==> src/ipw_pkg.sv <==
// Package: entry field positions, widths and walk encodings
package ipw_pkg;
  localparam int unsigned ENTRY_W = 64;
  localparam int unsigned HAW_DEFAULT = 48;
  localparam int unsigned RSV_TOP = 51;
  localparam int unsigned BIT_PRESENT = 0;
  localparam int unsigned BIT_RW = 1;
  localparam int unsigned BIT_US = 2;
  localparam int unsigned BIT_WTHRU = 3;
  localparam int unsigned BIT_CACHEOFF = 4;
  localparam int unsigned BIT_USED = 5;
  localparam int unsigned BIT_DIRTY = 6;
  localparam int unsigned BIT_LEAF = 7;
  localparam int unsigned BIT_EXTUSED = 10;
  localparam int unsigned BIT_ATTR = 12;
  localparam int unsigned BIT_XD = 63;
  localparam int unsigned DIR_BASE_LO = 12;
  localparam int unsigned PAGE2M_BASE_LO = 21;
  localparam int unsigned RSV2M_HI = 20;
  localparam int unsigned RSV2M_LO = 13;
  localparam int unsigned GIG_BASE_LO = 30;
  localparam int unsigned RSV1G_HI = 29;
  // Level of entry being decoded
  localparam logic [1:0] LVL_DIRPTR = 2'h0;
  localparam logic [1:0] LVL_DIR = 2'h1;
  // Outcome kind
  typedef enum logic [2:0] {
    OUT_NEXT_TABLE = 3'h0,
    OUT_PAGE_1G = 3'h1,
    OUT_PAGE_2M = 3'h2,
    OUT_NOT_PRESENT = 3'h3,
    OUT_MALFORMED = 3'h4,
    OUT_DENIED = 3'h5
  } ipw_outcome_type;
  // Walker states, Gray along idle -> decode -> update -> done
  typedef enum logic [1:0] {
    ST_IDLE = 2'b00,
    ST_DECODE = 2'b01,
    ST_UPDATE = 2'b11,
    ST_DONE = 2'b10
  } ipw_state_type;
endpackage

==> src/ipw_perm.sv <==
// Permission check for one entry level
`timescale 1ns/1ps
`default_nettype none
module ipw_perm (
  // Entry bits
  input wire logic rw_i,
  input wire logic us_i,
  input wire logic xd_i,
  // Request and context
  input wire logic user_i,
  input wire logic write_i,
  input wire logic exec_i,
  input wire logic exec_deny_enable_i,
  input wire logic supervisor_wprotect_enable_i,
  // Result
  output logic deny_o
);
  logic deny_user;
  logic deny_write;
  logic deny_exec;
  assign deny_user = user_i && !us_i;
  assign deny_write = write_i && !rw_i && (user_i || supervisor_wprotect_enable_i);
  assign deny_exec = exec_i && exec_deny_enable_i && xd_i;
  assign deny_o = deny_user || deny_write || deny_exec;
endmodule
`default_nettype wire

==> src/ipw_walk_decode.sv <==
// Page-walk entry decoder for directory-pointer and directory level entries
`timescale 1ns/1ps
`default_nettype none
module ipw_walk_decode #(
  parameter int unsigned HOST_ADDR_WIDTH = ipw_pkg::HAW_DEFAULT
) (
  // Clock and reset
  input wire logic clock_i,
  input wire logic rst_i,
  // Request
  input wire logic start_i,
  input wire logic [1:0] level_i,
  input wire logic [63:0] entry_i,
  input wire logic user_i,
  input wire logic write_i,
  input wire logic exec_i,
  // Context enables
  input wire logic exec_deny_enable_i,
  input wire logic supervisor_wprotect_enable_i,
  input wire logic ext_used_enable_i,
  input wire logic two_stage_enable_i,
  input wire logic coherent_i,
  // Atomic update port toward memory
  output logic upd_valid_o,
  output logic [63:0] upd_entry_o,
  input wire logic upd_ready_i,
  // Result
  output logic busy_o,
  output logic done_o,
  output logic [2:0] outcome_o,
  output logic [63:0] addr_o,
  output logic addr_is_guest_o,
  output logic [2:0] mem_hint_o,
  output logic exec_ok_o,
  output logic write_ok_o
);
  typedef struct packed {
    ipw_pkg::ipw_state_type state;
    logic [63:0] entry;
    logic [1:0] level;
    logic user;
    logic write;
    logic exec;
    logic [2:0] outcome;
    logic [63:0] addr;
    logic guest;
    logic [2:0] hint;
    logic exec_ok;
    logic write_ok;
    logic [63:0] upd;
  } ipw_regs_type;

  ipw_regs_type r;
  ipw_regs_type next_r;

  // Mask of bits from lo up to HOST_ADDR_WIDTH-1
  function automatic logic [63:0] span_mask(input int unsigned lo);
    logic [63:0] m;
    m = '0;
    for (int i = 0; i < 64; i++) begin
      if (i >= lo && i < HOST_ADDR_WIDTH) begin
        m[i] = 1'b1;
      end
    end
    return m;
  endfunction

  // Reserved bits 51 down to HOST_ADDR_WIDTH
  function automatic logic rsv_high(input logic [63:0] e);
    logic bad;
    bad = 1'b0;
    for (int i = 0; i < 64; i++) begin
      if (i >= HOST_ADDR_WIDTH && i <= ipw_pkg::RSV_TOP) begin
        bad = bad | e[i];
      end
    end
    return bad;
  endfunction

  logic deny;
  logic is_leaf;
  logic is_ptr;
  logic ptr_1g;
  logic rsv_bad;
  logic [63:0] used_set;

  ipw_perm u_perm (
    .rw_i(r.entry[ipw_pkg::BIT_RW]),
    .us_i(r.entry[ipw_pkg::BIT_US]),
    .xd_i(r.entry[ipw_pkg::BIT_XD]),
    .user_i(r.user),
    .write_i(r.write),
    .exec_i(r.exec),
    .exec_deny_enable_i(exec_deny_enable_i),
    .supervisor_wprotect_enable_i(supervisor_wprotect_enable_i),
    .deny_o(deny)
  );

  always_comb begin
    is_ptr = (r.level == ipw_pkg::LVL_DIRPTR);
    is_leaf = r.entry[ipw_pkg::BIT_LEAF];
    ptr_1g = is_ptr && is_leaf;
    // Reserved checks; ignored fields 62:52, 11, 9:8 never looked at
    rsv_bad = rsv_high(r.entry);
    if (!is_ptr && is_leaf) begin
      rsv_bad = rsv_bad | (|r.entry[ipw_pkg::RSV2M_HI:ipw_pkg::RSV2M_LO]);
    end
    if (ptr_1g) begin
      rsv_bad = rsv_bad | (|r.entry[ipw_pkg::RSV1G_HI:ipw_pkg::RSV2M_LO]);
    end
    // Used flags to set on success
    used_set = r.entry;
    used_set[ipw_pkg::BIT_USED] = 1'b1;
    if (ext_used_enable_i) begin
      used_set[ipw_pkg::BIT_EXTUSED] = 1'b1;
    end
    if (!is_ptr && is_leaf && r.write) begin
      used_set[ipw_pkg::BIT_DIRTY] = 1'b1;
    end
  end

  always_comb begin
    next_r = r;
    case (r.state)
      ipw_pkg::ST_IDLE: begin
        if (start_i) begin
          next_r.entry = entry_i;
          next_r.level = level_i;
          next_r.user = user_i;
          next_r.write = write_i;
          next_r.exec = exec_i;
          next_r.state = ipw_pkg::ST_DECODE;
        end
      end
      ipw_pkg::ST_DECODE: begin
        next_r.guest = two_stage_enable_i;
        next_r.exec_ok = !(exec_deny_enable_i && r.entry[ipw_pkg::BIT_XD]);
        next_r.write_ok = r.entry[ipw_pkg::BIT_RW] || !(r.user || supervisor_wprotect_enable_i);
        // Hints matter only inside the coherency domain
        if (coherent_i) begin
          next_r.hint = {is_leaf && r.entry[ipw_pkg::BIT_ATTR],
                         r.entry[ipw_pkg::BIT_CACHEOFF], r.entry[ipw_pkg::BIT_WTHRU]};
        end else begin
          next_r.hint = 3'h0;
        end
        next_r.addr = 64'h0000_0000_0000_0000;
        next_r.upd = used_set;
        if (!r.entry[ipw_pkg::BIT_PRESENT]) begin
          next_r.outcome = ipw_pkg::OUT_NOT_PRESENT;
          next_r.state = ipw_pkg::ST_DONE;
        end else if (rsv_bad) begin
          next_r.outcome = ipw_pkg::OUT_MALFORMED;
          next_r.state = ipw_pkg::ST_DONE;
        end else if (deny) begin
          next_r.outcome = ipw_pkg::OUT_DENIED;
          next_r.state = ipw_pkg::ST_DONE;
        end else begin
          if (ptr_1g) begin
            next_r.outcome = ipw_pkg::OUT_PAGE_1G;
            next_r.addr = r.entry & span_mask(ipw_pkg::GIG_BASE_LO);
          end else if (!is_ptr && is_leaf) begin
            next_r.outcome = ipw_pkg::OUT_PAGE_2M;
            next_r.addr = r.entry & span_mask(ipw_pkg::PAGE2M_BASE_LO);
          end else begin
            next_r.outcome = ipw_pkg::OUT_NEXT_TABLE;
            next_r.addr = r.entry & span_mask(ipw_pkg::DIR_BASE_LO);
          end
          // Skip memory traffic when nothing would change
          if (used_set != r.entry) begin
            next_r.state = ipw_pkg::ST_UPDATE;
          end else begin
            next_r.state = ipw_pkg::ST_DONE;
          end
        end
      end
      ipw_pkg::ST_UPDATE: begin
        if (upd_ready_i) begin
          next_r.state = ipw_pkg::ST_DONE;
        end
      end
      ipw_pkg::ST_DONE: begin
        next_r.state = ipw_pkg::ST_IDLE;
      end
      default: begin
        next_r.state = ipw_pkg::ST_IDLE;
      end
    endcase
  end

  always_ff @(posedge clock_i) begin
    if (rst_i) begin
      r <= '0;
    end else begin
      r <= next_r;
    end
  end

  assign upd_valid_o = (r.state == ipw_pkg::ST_UPDATE);
  assign upd_entry_o = r.upd;
  assign busy_o = (r.state != ipw_pkg::ST_IDLE);
  assign done_o = (r.state == ipw_pkg::ST_DONE);
  assign outcome_o = r.outcome;
  assign addr_o = r.addr;
  assign addr_is_guest_o = r.guest;
  assign mem_hint_o = r.hint;
  assign exec_ok_o = r.exec_ok;
  assign write_ok_o = r.write_ok;
endmodule
`default_nettype wire

==> config.mk <==
export PLATFORM = sky130hd
export DESIGN_NAME = ipw_walk_decode
export DESIGN_NICKNAME = d
export VERILOG_FILES = /design/src/ipw_pkg.sv /design/src/ipw_perm.sv /design/src/ipw_walk_decode.sv
export SDC_FILE = /design/constraint.sdc
export NUM_CORES = 1
export LEC_CHECK = 0
export BUFFER_PORTS_ARGS = -buffer_cell sky130_fd_sc_hd__clkbuf_2
export CORE_ASPECT_RATIO = 1.4
export CORE_UTILIZATION = 40
export DETAILED_ROUTE_END_ITERATION = 8
export GPL_TIMING_DRIVEN = 0
export PLACE_DENSITY_LB_ADDON = 0.1
export SETUP_SLACK_MARGIN = 0.15
export SLEW_MARGIN = 10
export SYNTH_ARGS = -nofsm -noshare
export SYNTH_HDL_FRONTEND = slang
export SYNTH_SLANG_ARGS = --single-unit
==> constraint.sdc <==
create_clock -name clock_i -period 3 [get_ports clock_i]
set_input_delay 0 -clock clock_i [delete_from_list [all_inputs] [get_ports clock_i]]
set_output_delay 0 -clock clock_i [all_outputs]
set_load 0.01 [all_outputs]
**Yosys cells after proc, flatten, opt, wreduce, memory -nomap -nowiden**

Index checks and enable logic that the tools add are counted.

- $add $sub $neg: 0
- Multiply operators: 0
- Div/mod/pow operators: 0
- Order comparisons: 0
- Equality and inequality tests: 6
- Shift-type cells: 0
- Multiplexer cells: 20
- Bitwise operators: 5
- Reductions and logical operators: 26

Operator list:

| kind | number |
|---|---|
| 64-bit 2-to-1 mux | 3 |
| 66-bit 2-to-1 mux | 2 |
| 71-bit 2-to-1 mux | 1 |
| 17-bit OR reduction | 1 |
| 3-bit 2-to-1 mux | 4 |
| 1-bit logical AND | 10 |
| 2-bit 2-to-1 mux | 4 |
| 2-bit one-hot mux with 4 select lines | 1 |
| 8-bit OR reduction | 1 |
| 1-bit zero test | 5 |
| 1-bit 2-to-1 mux | 5 |
| 1-bit bitwise OR | 5 |
| 2-bit == test (second input constant) | 2 |
| 2-bit zero test | 2 |
| 1-bit logical OR | 4 |
| 2-bit AND reduction | 2 |
| 3-bit != test | 1 |
| 2-bit by 1-bit == test with 1-bit output (second input constant) | 1 |
| 2-bit by 1-bit != test with 1-bit output (second input constant) | 1 |
| 2-bit != test (second input constant) | 1 |
| 2-bit nonzero test | 1 |

- Flip-flop bits (word level): 208
- Latch bits: 0
- RAM bits: 0
- Memory bits (read-only): 0
- Word-level logic and storage cells: 70
- Memories: 0

**Longest topological paths before layout**

Gate-level depths: netlist (run 1).

- Word-level depth: 11
- Depth in mapped cells: 7
- Gate-level depth less buffers: 4

**Hierarchy**

From an unflattened synthesis (run 1), not the netlist that was laid out.

- Cell total of the unflattened synthesis: 928
- Area, all modules: 7468.4 µm²

Modules (own cells, without submodules):

| module | instances | cells each | area an instance (µm²) | sequential area each (µm²) |
|---|---|---|---|---|
| ipw_walk_decode | 1 | 923 | 7440.9 | 3603.5 |
| ipw_perm | 1 | 5 | 27.5 | 0.0 |

**Worst setup path before layout (run 1)**

No wires, ideal clock.

- Kind: flip-flop to flip-flop
- Start point: reg r (netlist bit is_leaf)
- End point: reg r (netlist bit addr_o[37])
- Setup time: 0.117 ns
- Arrival: 1.570 ns
- Slack: 1.312 ns
- Cell stages (with the launch flop): 6
- Path buffers: 1
- Cells stage by stage: dfxtp_1 > or3b_2 > a31oi_4 > nor4_4 > buf_6 > a22o_2

- Longest elaborated chain between the ends: 6

Ends and longest elaborated chain:

| item | RTL line | RTL |
|---|---|---|
| start, declared | ipw_walk_decode.sv:53 | `ipw_regs_type r;` |
| start signal, assigned | ipw_walk_decode.sv:194 | `r <= next_r;` |
| 1-bit logical AND | ipw_walk_decode.sv:105 | `if (!is_ptr && is_leaf) begin` |
| 1-bit 2-to-1 mux | ipw_walk_decode.sv:105 |  |
| 1-bit bitwise OR | ipw_walk_decode.sv:109 | `rsv_bad = rsv_bad \| (\|r.entry[ipw_pkg::RSV1G_HI:ipw_pkg::RSV2M_LO]);` |
| 1-bit 2-to-1 mux | ipw_walk_decode.sv:108 | `if (ptr_1g) begin` |
| 64-bit 2-to-1 mux (*) | ipw_walk_decode.sv:151 | `end else if (rsv_bad) begin` |
| 64-bit 2-to-1 mux (*) | ipw_walk_decode.sv:148 | `if (!r.entry[ipw_pkg::BIT_PRESENT]) begin` |

Every way passes the cells marked *; elsewhere a longest branch is shown, timed or not.
A chain may end at the register's enable or synchronous reset.

**Worst setup path after layout (run 1)**

- Start point: reg r[156] in the netlist's numbering
- End point: reg r (netlist bit addr_o[37])

- Longest elaborated chain between the ends: 7

Ends and longest elaborated chain:

| item | RTL line | RTL |
|---|---|---|
| 8-bit OR reduction | ipw_walk_decode.sv:106 | `rsv_bad = rsv_bad \| (\|r.entry[ipw_pkg::RSV2M_HI:ipw_pkg::RSV2M_LO]);` |
| 1-bit bitwise OR | ipw_walk_decode.sv:106 |  |
| 1-bit 2-to-1 mux | ipw_walk_decode.sv:105 |  |
| 1-bit bitwise OR | ipw_walk_decode.sv:109 |  |
| 1-bit 2-to-1 mux (*) | ipw_walk_decode.sv:108 |  |
| 64-bit 2-to-1 mux (*) | ipw_walk_decode.sv:151 |  |
| 64-bit 2-to-1 mux (*) | ipw_walk_decode.sv:148 |  |

Marks and branches as above.

==> metrics.md, run 1 <==
| Metric | Value |
|---|---|
| Effective utilization at floorplan | `0.414` |
| Category of the critical setup timing path | `flop to flop` |
| Net count, final | `1248` |
| H-tree levels | `4` |
| Fin Clk Skew | `0.0123 ns` |
| Remaining antenna violation count | `0` |
| Synth warn | `0` |
| Dominant register cell in the synthesized netlist | `dfxtp_1` |
| Maximum clock frequency | `416 MHz` |
| Fraction of the cycle the final worst path needs | `0.802` |
| Post-synthesis share of cell area spent on full adders, half adders and majority gates | `0` |
| Vias in the first global route | `slightly above 6000` |
| # DRC | `0` |
| Clock tree from TritonCTS | `built` |
| Clock Sinks | `180` |
| Worst reg2reg path endpoint | `addr_o[37]$_SDFFE_PP0P_` |
| Xor/xnor cell area share of the yosys netlist | `0` |
| Synthesized netlist cell count | `862` |
| Worst hold path startpoint | `upd_ready_i` |
| Area growth from synthesis to layout | `36.5%` |
| Worst reg2reg path depth | `5` |
| Cell row count | `57` |
| Final Non-Filler Cells | `1419` |
| Total CTS buffers | `17` |
| Share of cells above drive strength 1 | `0.318` |
| Initial DRC count | `311` |
| Total track usage | `0.218` |
| Library cell occupying the most area in the post-synthesis netlist | `dfxtp_1` |
| Clock buffer depth | `2` |
| RSZ-0062 raised after global routing | `no` |
| Pin count of the biggest net entering global routing | `19` |
| Number of enable-type register cells in the synthesized netlist | `0` |
| First-pass iteration count of the detailed router | `4` |
| Most frequent standard cell in the layout excluding fill and tap cells | `nand2_1` |
| Total of endpoints with negative setup slack in the final report | `0` |
| Crit path DAT | `2.78 ns` |
| Setup slack of the most critical reg-to-reg path | `0.59 ns` |
| Ys async rst share | `0` |
| Run status | `finished, final reports clean` |
| Pwr dens | `around 530 nW/um^2` |
| Synth cell types | `36` |
| Placement Setup Slack | `0.554 ns` |
| Compound-cell area share of the yosys netlist | `0.159` |
| Met2 usage in global routing | `0.397` |
| Kind of launch point of the worst setup path | `flop` |
| Measured slew at the worst slew-check pin | `0.845 ns` |
| CP max FO | `10` |
| Global-route wire length before repair | `31000 um` |
| Detailed-placement wirelength estimate | `14200 um` |
| Met3 capacity usage during global routing | `0.0525` |
| Headroom to the max-slew limit | `0.433` |
| Post-Syn Area | `7260 um^2` |
| Kind of end point of the critical path | `flop` |
| Max Cap Viol | `0` |
| Area share of and/or/nand/nor cells after synthesis | `0.175` |
| Worst hold path stage count | `3` |
| Die extent in x | `between 100 and 150 um` |
| FF+latch count, synth | `180` |
| Number of diodes added for antenna fixing | `0` |
| Antenna violations before repair | `0` |
| Worst Hold Endpoint | `r[206]$_SDFFE_PP0P_` |
| Overall via count from detail_route | `roughly 6400` |
| Worst reg2reg path startpoint | `r[156]$_SDFFE_PP0P_` |
| Busiest layer in global routing | `met2` |
| Post-CTS resize count | `0` |
| Met1 Resource Use GR | `0.242` |
| Summed negative setup slack over all endpoints | `0 ns` |
| Reg clk slew, reported paths | `0.07 ns` |
| GR Overflow Total | `0` |
| Min Tclk post-route | `2.41 ns` |
| Total I/O pin count | `218` |
| Final Worst Setup Slack | `0.595 ns` |
| Multiplexer share of the synthesized area | `0` |
| Final Hold Fails | `0` |
| Placed cell count | `1313` |
| Final routed wire length divided by cell count | `about 14 um` |
| Placer Congestion | `0.772` |
| Source-to-sink clock delay at the later pin of the worst-skew pair | `0.43 ns` |
| Cells taking the most area after synthesis | `dfxtp_1, nand2_1, buf_4` |
| Die Height | `161 um` |
| Class of the tightest hold or removal check | `input pin to flop` |
| Sequential element share of the synthesized area | `0.497` |
| Total Die Area | `approximately 19000 um^2` |
| CP required | `3.37 ns` |
| CTS root buffer | `clkbuf_16` |
| Area share of the leading cell type in the synthesized netlist | `0.497` |
| Leakage | `0.00442 uW` |
| Final WL | `20000 um` |
| Via density | `4.51` |
| Core area | `17500 um^2` |
| Peak ir drop on the vdd network | `just under 0.0003 V` |
| Final max-slew violation count | `0` |
| Synthesized area per cell | `8.42 um^2` |
| Number of port buffers | `188` |
| Top library cells by usage in the layout, fill and taps aside | `nand2_1, clkbuf_2, dfxtp_1, a21oi_1, buf_4` |
| Main combinational cell family by area after synthesis | `simple AND/OR/NAND/NOR gates` |
==> timing repair <==
item                      4_1_cts  5_1_grt
setup buffers                   0        0
hold endpoints to repair       76        0
hold buffers                   74        0
==> layout make-up <==
cell class / count / area (um^2)
Sequential cell: 180 / 3600
Buffer: 186 / 1210
Timing Repair Buffer: 262 / 1680
Inverter: 4 / 15.0
Multi-Input combinational cell: 519 / 2530
Fill cell: 1728 / 7640
Tap cell: 236 / 295
Clock buffer: 17 / 425
Clock inverter: 15 / 143
==> critical path, cell delays in order, from the launching register on <==
cell      delay (ns)
dfxtp_1         0.36
nor4_1          0.48
a21boi_1        0.31
nor4_4          0.81
buf_6           0.25
a22o_2          0.14
==> worst max path at each step <==
stage               slack (ns)                  from  cells after the start                       to
global route              0.45   r[156]$_SDFFE_PP0P_                      5  addr_o[44]$_SDFFE_PP0P_
finish                    0.59   r[156]$_SDFFE_PP0P_                      5  addr_o[37]$_SDFFE_PP0P_
floorplan                 1.31  is_leaf$_SDFFE_PP0P_                      5  addr_o[37]$_SDFFE_PP0P_
detailed placement        0.55   r[155]$_SDFFE_PP0P_                      5  addr_o[39]$_SDFFE_PP0P_
CTS                       0.55   r[155]$_SDFFE_PP0P_                      5  addr_o[45]$_SDFFE_PP0P_
global placement          0.50   r[155]$_SDFFE_PP0P_                      5  addr_o[40]$_SDFFE_PP0P_
==> per-stage QoR <==
step | instance area, um^2 | total power (uW) | hold slack, ns | util
6_report | 9900 | 5290 | 0.0320 | 0.564
5_1_grt | 9900 | 5510 | 0.0175 | 0.564
2_1_floorplan | 7360 | 2930 | 0.115 | -
4_1_cts | 9900 | 5340 | 0.0225 | 0.564
3_3_place_gp | 8590 | 3130 | 0.218 | 0.490
3_5_place_dp | 8590 | 3130 | 0.228 | 0.490
==> synth_stat cells, drive strengths merged, types with 3 or more instances <==
| cell | instances |
|---|---|
| nand3 | 4 |
| clkbuf | 45 |
| buf | 141 |
| nor2 | 11 |
| nor3 | 7 |
| nor2b | 3 |
| nor4 | 6 |
| nand2 | 269 |
| a32o | 9 |
| a21oi | 134 |
| nand2b | 3 |
| dfxtp | 180 |
| inv | 4 |
| a22o | 28 |
==> registers in the layout, summed over array words and instances, names as in the netlist <==
name             cells
exec_ok_o            1
addr_o              36
mem_hint_o           3
r                   70
outcome_o            3
write_ok_o           1
addr_is_guest_o      1
is_leaf              1
upd_entry_o         64
==> cell families after synthesis <==
family          Yosys count
simple gates            307
other cells               1
compound gates          184
flops                   180
buf+inv                 190
==> metal layers <==
metal  wire [um]  part of all wire
met1        8210              0.41
met2       10400              0.52
met3         945             0.047
met4         393             0.020
met5           0                 0
==> power by group <==
group | internal (uW) | switching, uW
clock network | 1100 | 1040
registers | 2480 | 66.9
logic | 267 | 341
total | 3840 | 1450
No activity file was read; power rests on OpenSTA's default activity.
==> inputs of run 2 (changes only) <==
- ABC_AREA: unset -> 1
- clock period: 3 -> 2.37 ns (I/O delays scaled with it)
==> run 2 against run 1 <==
Net effect: core utilization fell by 1.1 points; synthesized area rose by 4.8%; die area rose by 4.7%; critical path depth did not move; final area rose by 4.0%; clock skew fell by 0.00055 ns; clock power rose by 34%; hold slack improved by 0.099 ns; sequential share of layout area fell by 1.4 points; clock-buffer cell count rose by 4; setup slack got worse by 0.0013 ns; via count rose by 9.0%; highest routed layer unchanged.
==> metrics.md, run 2 <==
| Metric | Value |
|---|---|
| Overall via count from detail_route | `6972` |
| Cells taking the most area after synthesis | `dfxtp_1, buf_4, o21ai_0` |
| Measured slew at the worst slew-check pin | `around 0.54 ns` |
| Total I/O pin count | `~220` |
| Post-CTS Setup Repair Bufs | `0` |
| Total track usage | `0.218` |
| Reg clk slew, reported paths | `0.06 ns` |
| RSZ-0062 raised after global routing | `no` |
| Top-count cell post-synth | `dfxtp_1` |
| Crit path DAT | `between 2 and 2.5 ns` |
| Kind of launch point of the worst setup path | `flop` |
| Placer Congestion | `0.767` |
| Peak ir drop on the vdd network | `approximately 0.00036 V` |
| Leakage | `0.00480 uW` |
| Post-Syn Area | `7610 um^2` |
| Vias in the first global route | `between 6000 and 7000` |
| Fill cell instance count of the final layout | `1895` |
| GR Overflow Total | `0` |
| Final Hold Fails | `0` |
| H-tree levels | `4` |
| Synth warn | `0` |
| Die extent in x | `119 um` |
| Clock Sinks | `180` |
| Remaining antenna violation count | `0` |
| Internal power contribution | `5430 uW` |
| Clock buffer depth | `2` |
| Total of endpoints with negative setup slack in the final report | `0` |
| First-pass iteration count of the detailed router | `5` |
| Area share of and/or/nand/nor cells after synthesis | `0.144` |
| Combinational cell fraction of total power | `0.161` |
| Ys async rst share | `0` |
| Library cell occupying the most area in the post-synthesis netlist | `dfxtp_1` |
| Number of port buffers | `189` |
| Top library cells by usage in the layout, fill and taps aside | `clkbuf_2, dfxtp_1, nor2_1, buf_4, o21ai_0` |
| Synthesized netlist cell count | `966` |
| Pin count of the biggest net entering global routing | `17` |
| Headroom to the max-slew limit | `0.639` |
| Effective utilization at floorplan | `0.409` |
| CTS root buffer | `clkbuf_16` |
| Multiplexer share of the synthesized area | `0` |
| Summed negative setup slack over all endpoints | `0 ns` |
| Flip-flop count of the largest register, all copies and words added | `70` |
| Initial DRC count | `around 250` |
| Total CTS buffers | `17` |
| Source-to-sink clock delay at the later pin of the worst-skew pair | `0.43 ns` |
| Post-synthesis share of cell area spent on full adders, half adders and majority gates | `0` |
| Net count, final | `1354` |
| Die Height | `around 170 um` |
| Global-route wire length before repair | `33500 um` |
| Number of enable-type register cells in the synthesized netlist | `0` |
| Via density | `4.55` |
| CP max FO | `10` |
| Pwr dens | `714 nW/um^2` |
| Sequential element share of the synthesized area | `0.474` |
| Synth cell types | `22` |
| Main combinational cell family by area after synthesis | `buffers and inverters` |
| Final Worst Setup Slack | `0.594 ns` |
| Top cells by instance count after synthesis | `dfxtp_1, nor2_1, buf_4` |
| Final max-slew violation count | `0` |
| Area share of the leading cell type in the synthesized netlist | `0.474` |
| Category of the critical setup timing path | `flop to flop` |
| Switching power as a share of total power | `0.261` |
| Run status | `finished, final reports clean` |
| Sequential Power Share | `0.450` |
| Post-CTS resize count | `0` |
| Share of cells above drive strength 1 | `0.302` |
| Clock tree from TritonCTS | `built` |
| Switching power of the nets | `1920 uW` |
| Total Die Area | `approximately 20000 um^2` |
| Compound-cell area share of the yosys netlist | `0.180` |
| CP required | `2.68 ns` |
| Placement Setup Slack | `slightly below 0.6 ns` |
| Final WL | `21200 um` |
| Cell row count | `59` |
| Min Tclk post-route | `1.78 ns` |
| Detailed-placement wirelength estimate | `15300 um` |
| Hold buffer count at cts | `75` |
| Kind of end point of the critical path | `flop` |
| Clock group share of total power | `0.388` |
| FF+latch count, synth | `between 150 and 200` |
| Number of diodes added for antenna fixing | `0` |
| Dominant register cell in the synthesized netlist | `dfxtp_1` |
| Antenna violations before repair | `0` |
| Fin Clk Skew | `roughly 0.012 ns` |
| Top register by number of flip-flops | `r` |
| Fraction of the core area covered by cells at the end of the flow | `0.554` |
| Final routed wire length divided by cell count | `13.9 um` |
| Maximum clock frequency | `563 MHz` |
| Synthesized area per cell | `slightly below 8 um^2` |
| Area growth from synthesis to layout | `35.4%` |
| # DRC | `0` |
| Class of the tightest hold or removal check | `input pin to flop` |
| Most frequent standard cell in the layout excluding fill and tap cells | `clkbuf_2` |
| Core area | `about 19000 um^2` |
| Max Cap Viol | `0` |
| Xor/xnor cell area share of the yosys netlist | `0` |
| Fraction of the cycle the final worst path needs | `0.750` |
[run 2: changes by cell type after synthesis, sizes merged, moves of 28 or more]
cell   change
o21ai    +132
nand2    -208
nor2     +136
nand4     +37
inv       +56
a22o      -28
[run 2: through the flow]
stage	power, uW	hold WS (ns)	area, um^2	instances
after floorplan	4080	0.108	7710	993
after global placement	4460	0.214	8960	1426
after detailed placement	4470	0.223	8960	1426
after CTS	7410	0.124	10300	1532
after global routing	7690	0.146	10300	1532
final	7350	0.131	10300	1532
[run 2: power by group through the flow]
stage / Clock (uW) / Sequential, uW / Combinational (uW)
after detailed placement: 0 / 3380 / 1090
after global placement: 0 / 3380 / 1080
final: 2860 / 3310 / 1180
after CTS: 2910 / 3310 / 1190
after global routing: 3040 / 3340 / 1320
after floorplan: 0 / 3360 / 727
[run 2: logic make-up after synthesis]
logic type             after synthesis
flip-flops                         180
buffers and inverters              260
AND/OR/NAND/NOR                    254
other                                1
AO/OA/AOI/OAI                      271
[run 2: cell type report]
class | instances | area [um^2] | share of cell area
clock buffers | 21 | 460 | 0.0447
inverters | 60 | 225 | 0.0219
flip-flops and latches | 180 | 3600 | 0.350
repair buffers | 264 | 1700 | 0.165
clock inverters | 10 | 131 | 0.0128
plain buffers | 200 | 1310 | 0.127
multi-input cells | 553 | 2570 | 0.249
well taps | 244 | 305 | 0.0296
[run 2: final timing paths]
check	startpoint	endpoint	slack [ns]	cells past startpoint
min	rst_i	addr_o[22]$_SDFFE_PP0P_	0.13	3
min reg2reg	r[141]$_SDFFE_PP0P_	r[141]$_SDFFE_PP0P_	0.46	2
max reg2reg	r[207]$_SDFFE_PP0P_	r[187]$_SDFFE_PP0P_	0.59	5
max	r[207]$_SDFFE_PP0P_	r[187]$_SDFFE_PP0P_	0.59	5
[run 2: critical path, cell delays in order, from the launching register on]
cell and delay (ns):
dfxtp_1 0.42, nor2_1 0.10, nand2_1 0.42, buf_2 0.34
buf_2 0.29, a21oi_1 0.10
[run 2: routing by layer]
| metal | wire length [um] | GRT usage | vias up |
|---|---|---|---|
| met1 | 9010 | 0.252 | 3154 |
| li1 | - | - | 3634 |
| met4 | 172 | 0.0575 | 0 |
| met2 | 11000 | 0.404 | 172 |
| met5 | 0 | 0 | - |
| met3 | 1030 | 0.0484 | 12 |
==> inputs of run 3 (changes only) <==
- clock period: 2.37 -> 1.44 ns (I/O delays scaled with it)
==> run 3 against run 2 <==
Net effect: the flow now finishes with violations (setup timing); clock-buffer cell count did not move; setup slack got worse by 0.67 ns; critical path depth rose by 5; sequential power rose by 66%; hold slack improved by 0.0093 ns; routed wire length rose by 12%; die area did not move; flip-flop and latch count did not move; via count rose by 5.9%; largest cell class is now non-clock buffers.
==> metrics.md, run 3 (synthesized netlist as in run 2, its figures left out) <==
| Metric | Value |
|---|---|
| Placed cell count | `1426` |
| Clock buffer depth | `2` |
| Fin Clk Skew | `0.0135 ns` |
| Crit path DAT | `1.81 ns` |
| Leakage | `0.00544 uW` |
| Switching power as a share of total power | `0.272` |
| Slowest cell delay on critical path | `0.31 ns` |
| Measured slew at the worst slew-check pin | `0.711 ns` |
| Number of diodes added for antenna fixing | `0` |
| Overall via count from detail_route | `7384` |
| Top register by number of flip-flops | `r` |
| Net count, final | `1398` |
| Category of the critical setup timing path | `flop to flop` |
| # DRC | `0` |
| Antenna violations before repair | `0` |
| CP max FO | `7` |
| Switching power of the nets | `roughly 3600 uW` |
| Summed negative setup slack over all endpoints | `-0.105 ns` |
| Reg clk slew, reported paths | `about 0.07 ns` |
| Effective utilization at floorplan | `0.409` |
| Chain of cells forming the critical path | `nor2_1 -> nand2_1 -> nor2_4 -> nor2_2 -> nor2_4 -> buf_8 -> buf_4 -> nand3_4 -> nand2_1 -> a21oi_1` |
| CTS root buffer | `clkbuf_16` |
| Remaining antenna violation count | `0` |
| Failing checks | `setup timing` |
| Total Die Area | `around 20000 um^2` |
| Clock group share of total power | `0.361` |
| Max Cap Viol | `0` |
| Core area | `18600 um^2` |
| Sequential Power Share | `0.419` |
| Internal power contribution | `9550 uW` |
| Peak ir drop on the vdd network | `approximately 0.00061 V` |
| RSZ-0062 raised after global routing | `yes` |
| Die Height | `165 um` |
| Vias in the first global route | `around 6500` |
| Global-route wire length before repair | `33500 um` |
| Post-Layout Inst Area | `~12000 um^2` |
| Final Worst Setup Slack | `-0.0729 ns` |
| Kind of launch point of the worst setup path | `flop` |
| Via density | `4.69` |
| Worst hold path startpoint | `rst_i` |
| Die extent in x | `between 100 and 150 um` |
| Total of endpoints with negative setup slack in the final report | `2` |
| GR Overflow Total | `0` |
| Top library cells by usage in the layout, fill and taps aside | `clkbuf_2, dfxtp_1, buf_4, nor2_1, a21oi_1` |
| Headroom to the max-slew limit | `0.526` |
| Share of cells above drive strength 1 | `0.456` |
| Run status | `finished with violations` |
| Maximum clock frequency | `between 600 and 700 MHz` |
| Flip-flop count of the largest register, all copies and words added | `70` |
| Placer Congestion | `0.767` |
| Worst reg2reg path startpoint | `r[161]$_SDFFE_PP0P_` |
| H-tree levels | `4` |
| First-pass iteration count of the detailed router | `5` |
| Min Tclk post-route | `1.51 ns` |
| Kind of end point of the critical path | `flop` |
| Placement Setup Slack | `-0.340 ns` |
| Pin count of the biggest net entering global routing | `17` |
| Slowest cell on the critical path | `dfxtp_1` |
| Total CTS buffers | `17` |
| Class of the tightest hold or removal check | `input pin to flop` |
| Cell row count | `59` |
| Clock tree from TritonCTS | `built` |
| Source-to-sink clock delay at the later pin of the worst-skew pair | `0.43 ns` |
| Worst setup path start | `r[161]$_SDFFE_PP0P_` |
| Number of port buffers | `189` |
| Clock Sinks | `180` |
| Pwr dens | `1080 nW/um^2` |
| Final max-slew violation count | `0` |
| Total I/O pin count | `218` |
| Cell area after placement | `8960 um^2` |
| Combinational cell fraction of total power | `0.220` |
| Final routed wire length divided by cell count | `15.2 um` |
| Final WL | `around 24000 um` |
| Detailed-placement wirelength estimate | `about 15000 um` |
| Final Non-Filler Cells | `1576` |
| Initial DRC count | `342` |
| Fraction of the cycle the final worst path needs | `1.05` |
| Most frequent standard cell in the layout excluding fill and tap cells | `clkbuf_2` |
| Final Hold Fails | `0` |
| Total track usage | `0.218` |
| Post-layout total power | `13100 uW` |
| Area growth from synthesis to layout | `59.0%` |
| CP required | `about 1.7 ns` |
-- run 3: path summary, 6_finish.rpt --
path	endpoint	slack, ns	cells past startpoint
setup / recovery	outcome_o[2]$_SDFFE_PP0P_	-0.07	10
hold reg to reg	upd_entry_o[3]$_SDFFE_PP0P_	0.46	2
hold / removal	addr_o[25]$_SDFFE_PP0P_	0.14	3
setup reg to reg	outcome_o[2]$_SDFFE_PP0P_	-0.07	10
-- run 3: area by class of cell --
| type | count | area, um^2 |
|---|---|---|
| Buffer | 200 | 1650 |
| Clock buffer | 21 | 460 |
| Clock inverter | 10 | 131 |
| Fill cell | 1643 | 6510 |
| Inverter | 60 | 245 |
| Multi-Input combinational cell | 554 | 3200 |
| Sequential cell | 180 | 3610 |
| Tap cell | 244 | 305 |
| Timing Repair Buffer | 307 | 2490 |
-- run 3: per-stage QoR --
stage,util,hold slack (ns)
finish,0.650,0.141
global route,0.650,0.158
CTS,0.568,0.124
detailed placement,0.482,0.223
global placement,0.482,0.214
floorplan,-,0.108
-- run 3: worst max-delay path: cells and delay by family, from the launching register on --
kind,cells,cell delay (ns)
simple gates,7,0.71
flops,1,0.31
buf+inv,2,0.27
compound gates,1,0.07
-- run 3: layer usage --
metal | up-vias | GRT usage | part of all wire
met5 | - | 0 | 0
met4 | 0 | 0.0616 | 0.013
met3 | 27 | 0.0488 | 0.048
met2 | 200 | 0.405 | 0.53
met1 | 3423 | 0.249 | 0.41
li1 | 3734 | - | -
-- run 3: repair_timing --
| item | in CTS | in global routing |
|---|---|---|
| hold endpoints to repair | 77 | 0 |
| resized for setup | 68 | 353 |
| setup buffers | 7 | 15 |
| hold buffers | 75 | 0 |
| setup endpoints to repair | 179 | 151 |
| pin swaps | 6 | 91 |
| cloned | 0 | 22 |
-- run 3: power by group through the flow --
stage	logic (uW)	clock network [uW]	registers, uW
5_1_grt	3110	5010	5530
3_3_place_gp	1780	0	5560
6_report	2890	4740	5490
4_1_cts	2120	4780	5450
3_5_place_dp	1790	0	5560
2_1_floorplan	1200	0	5520
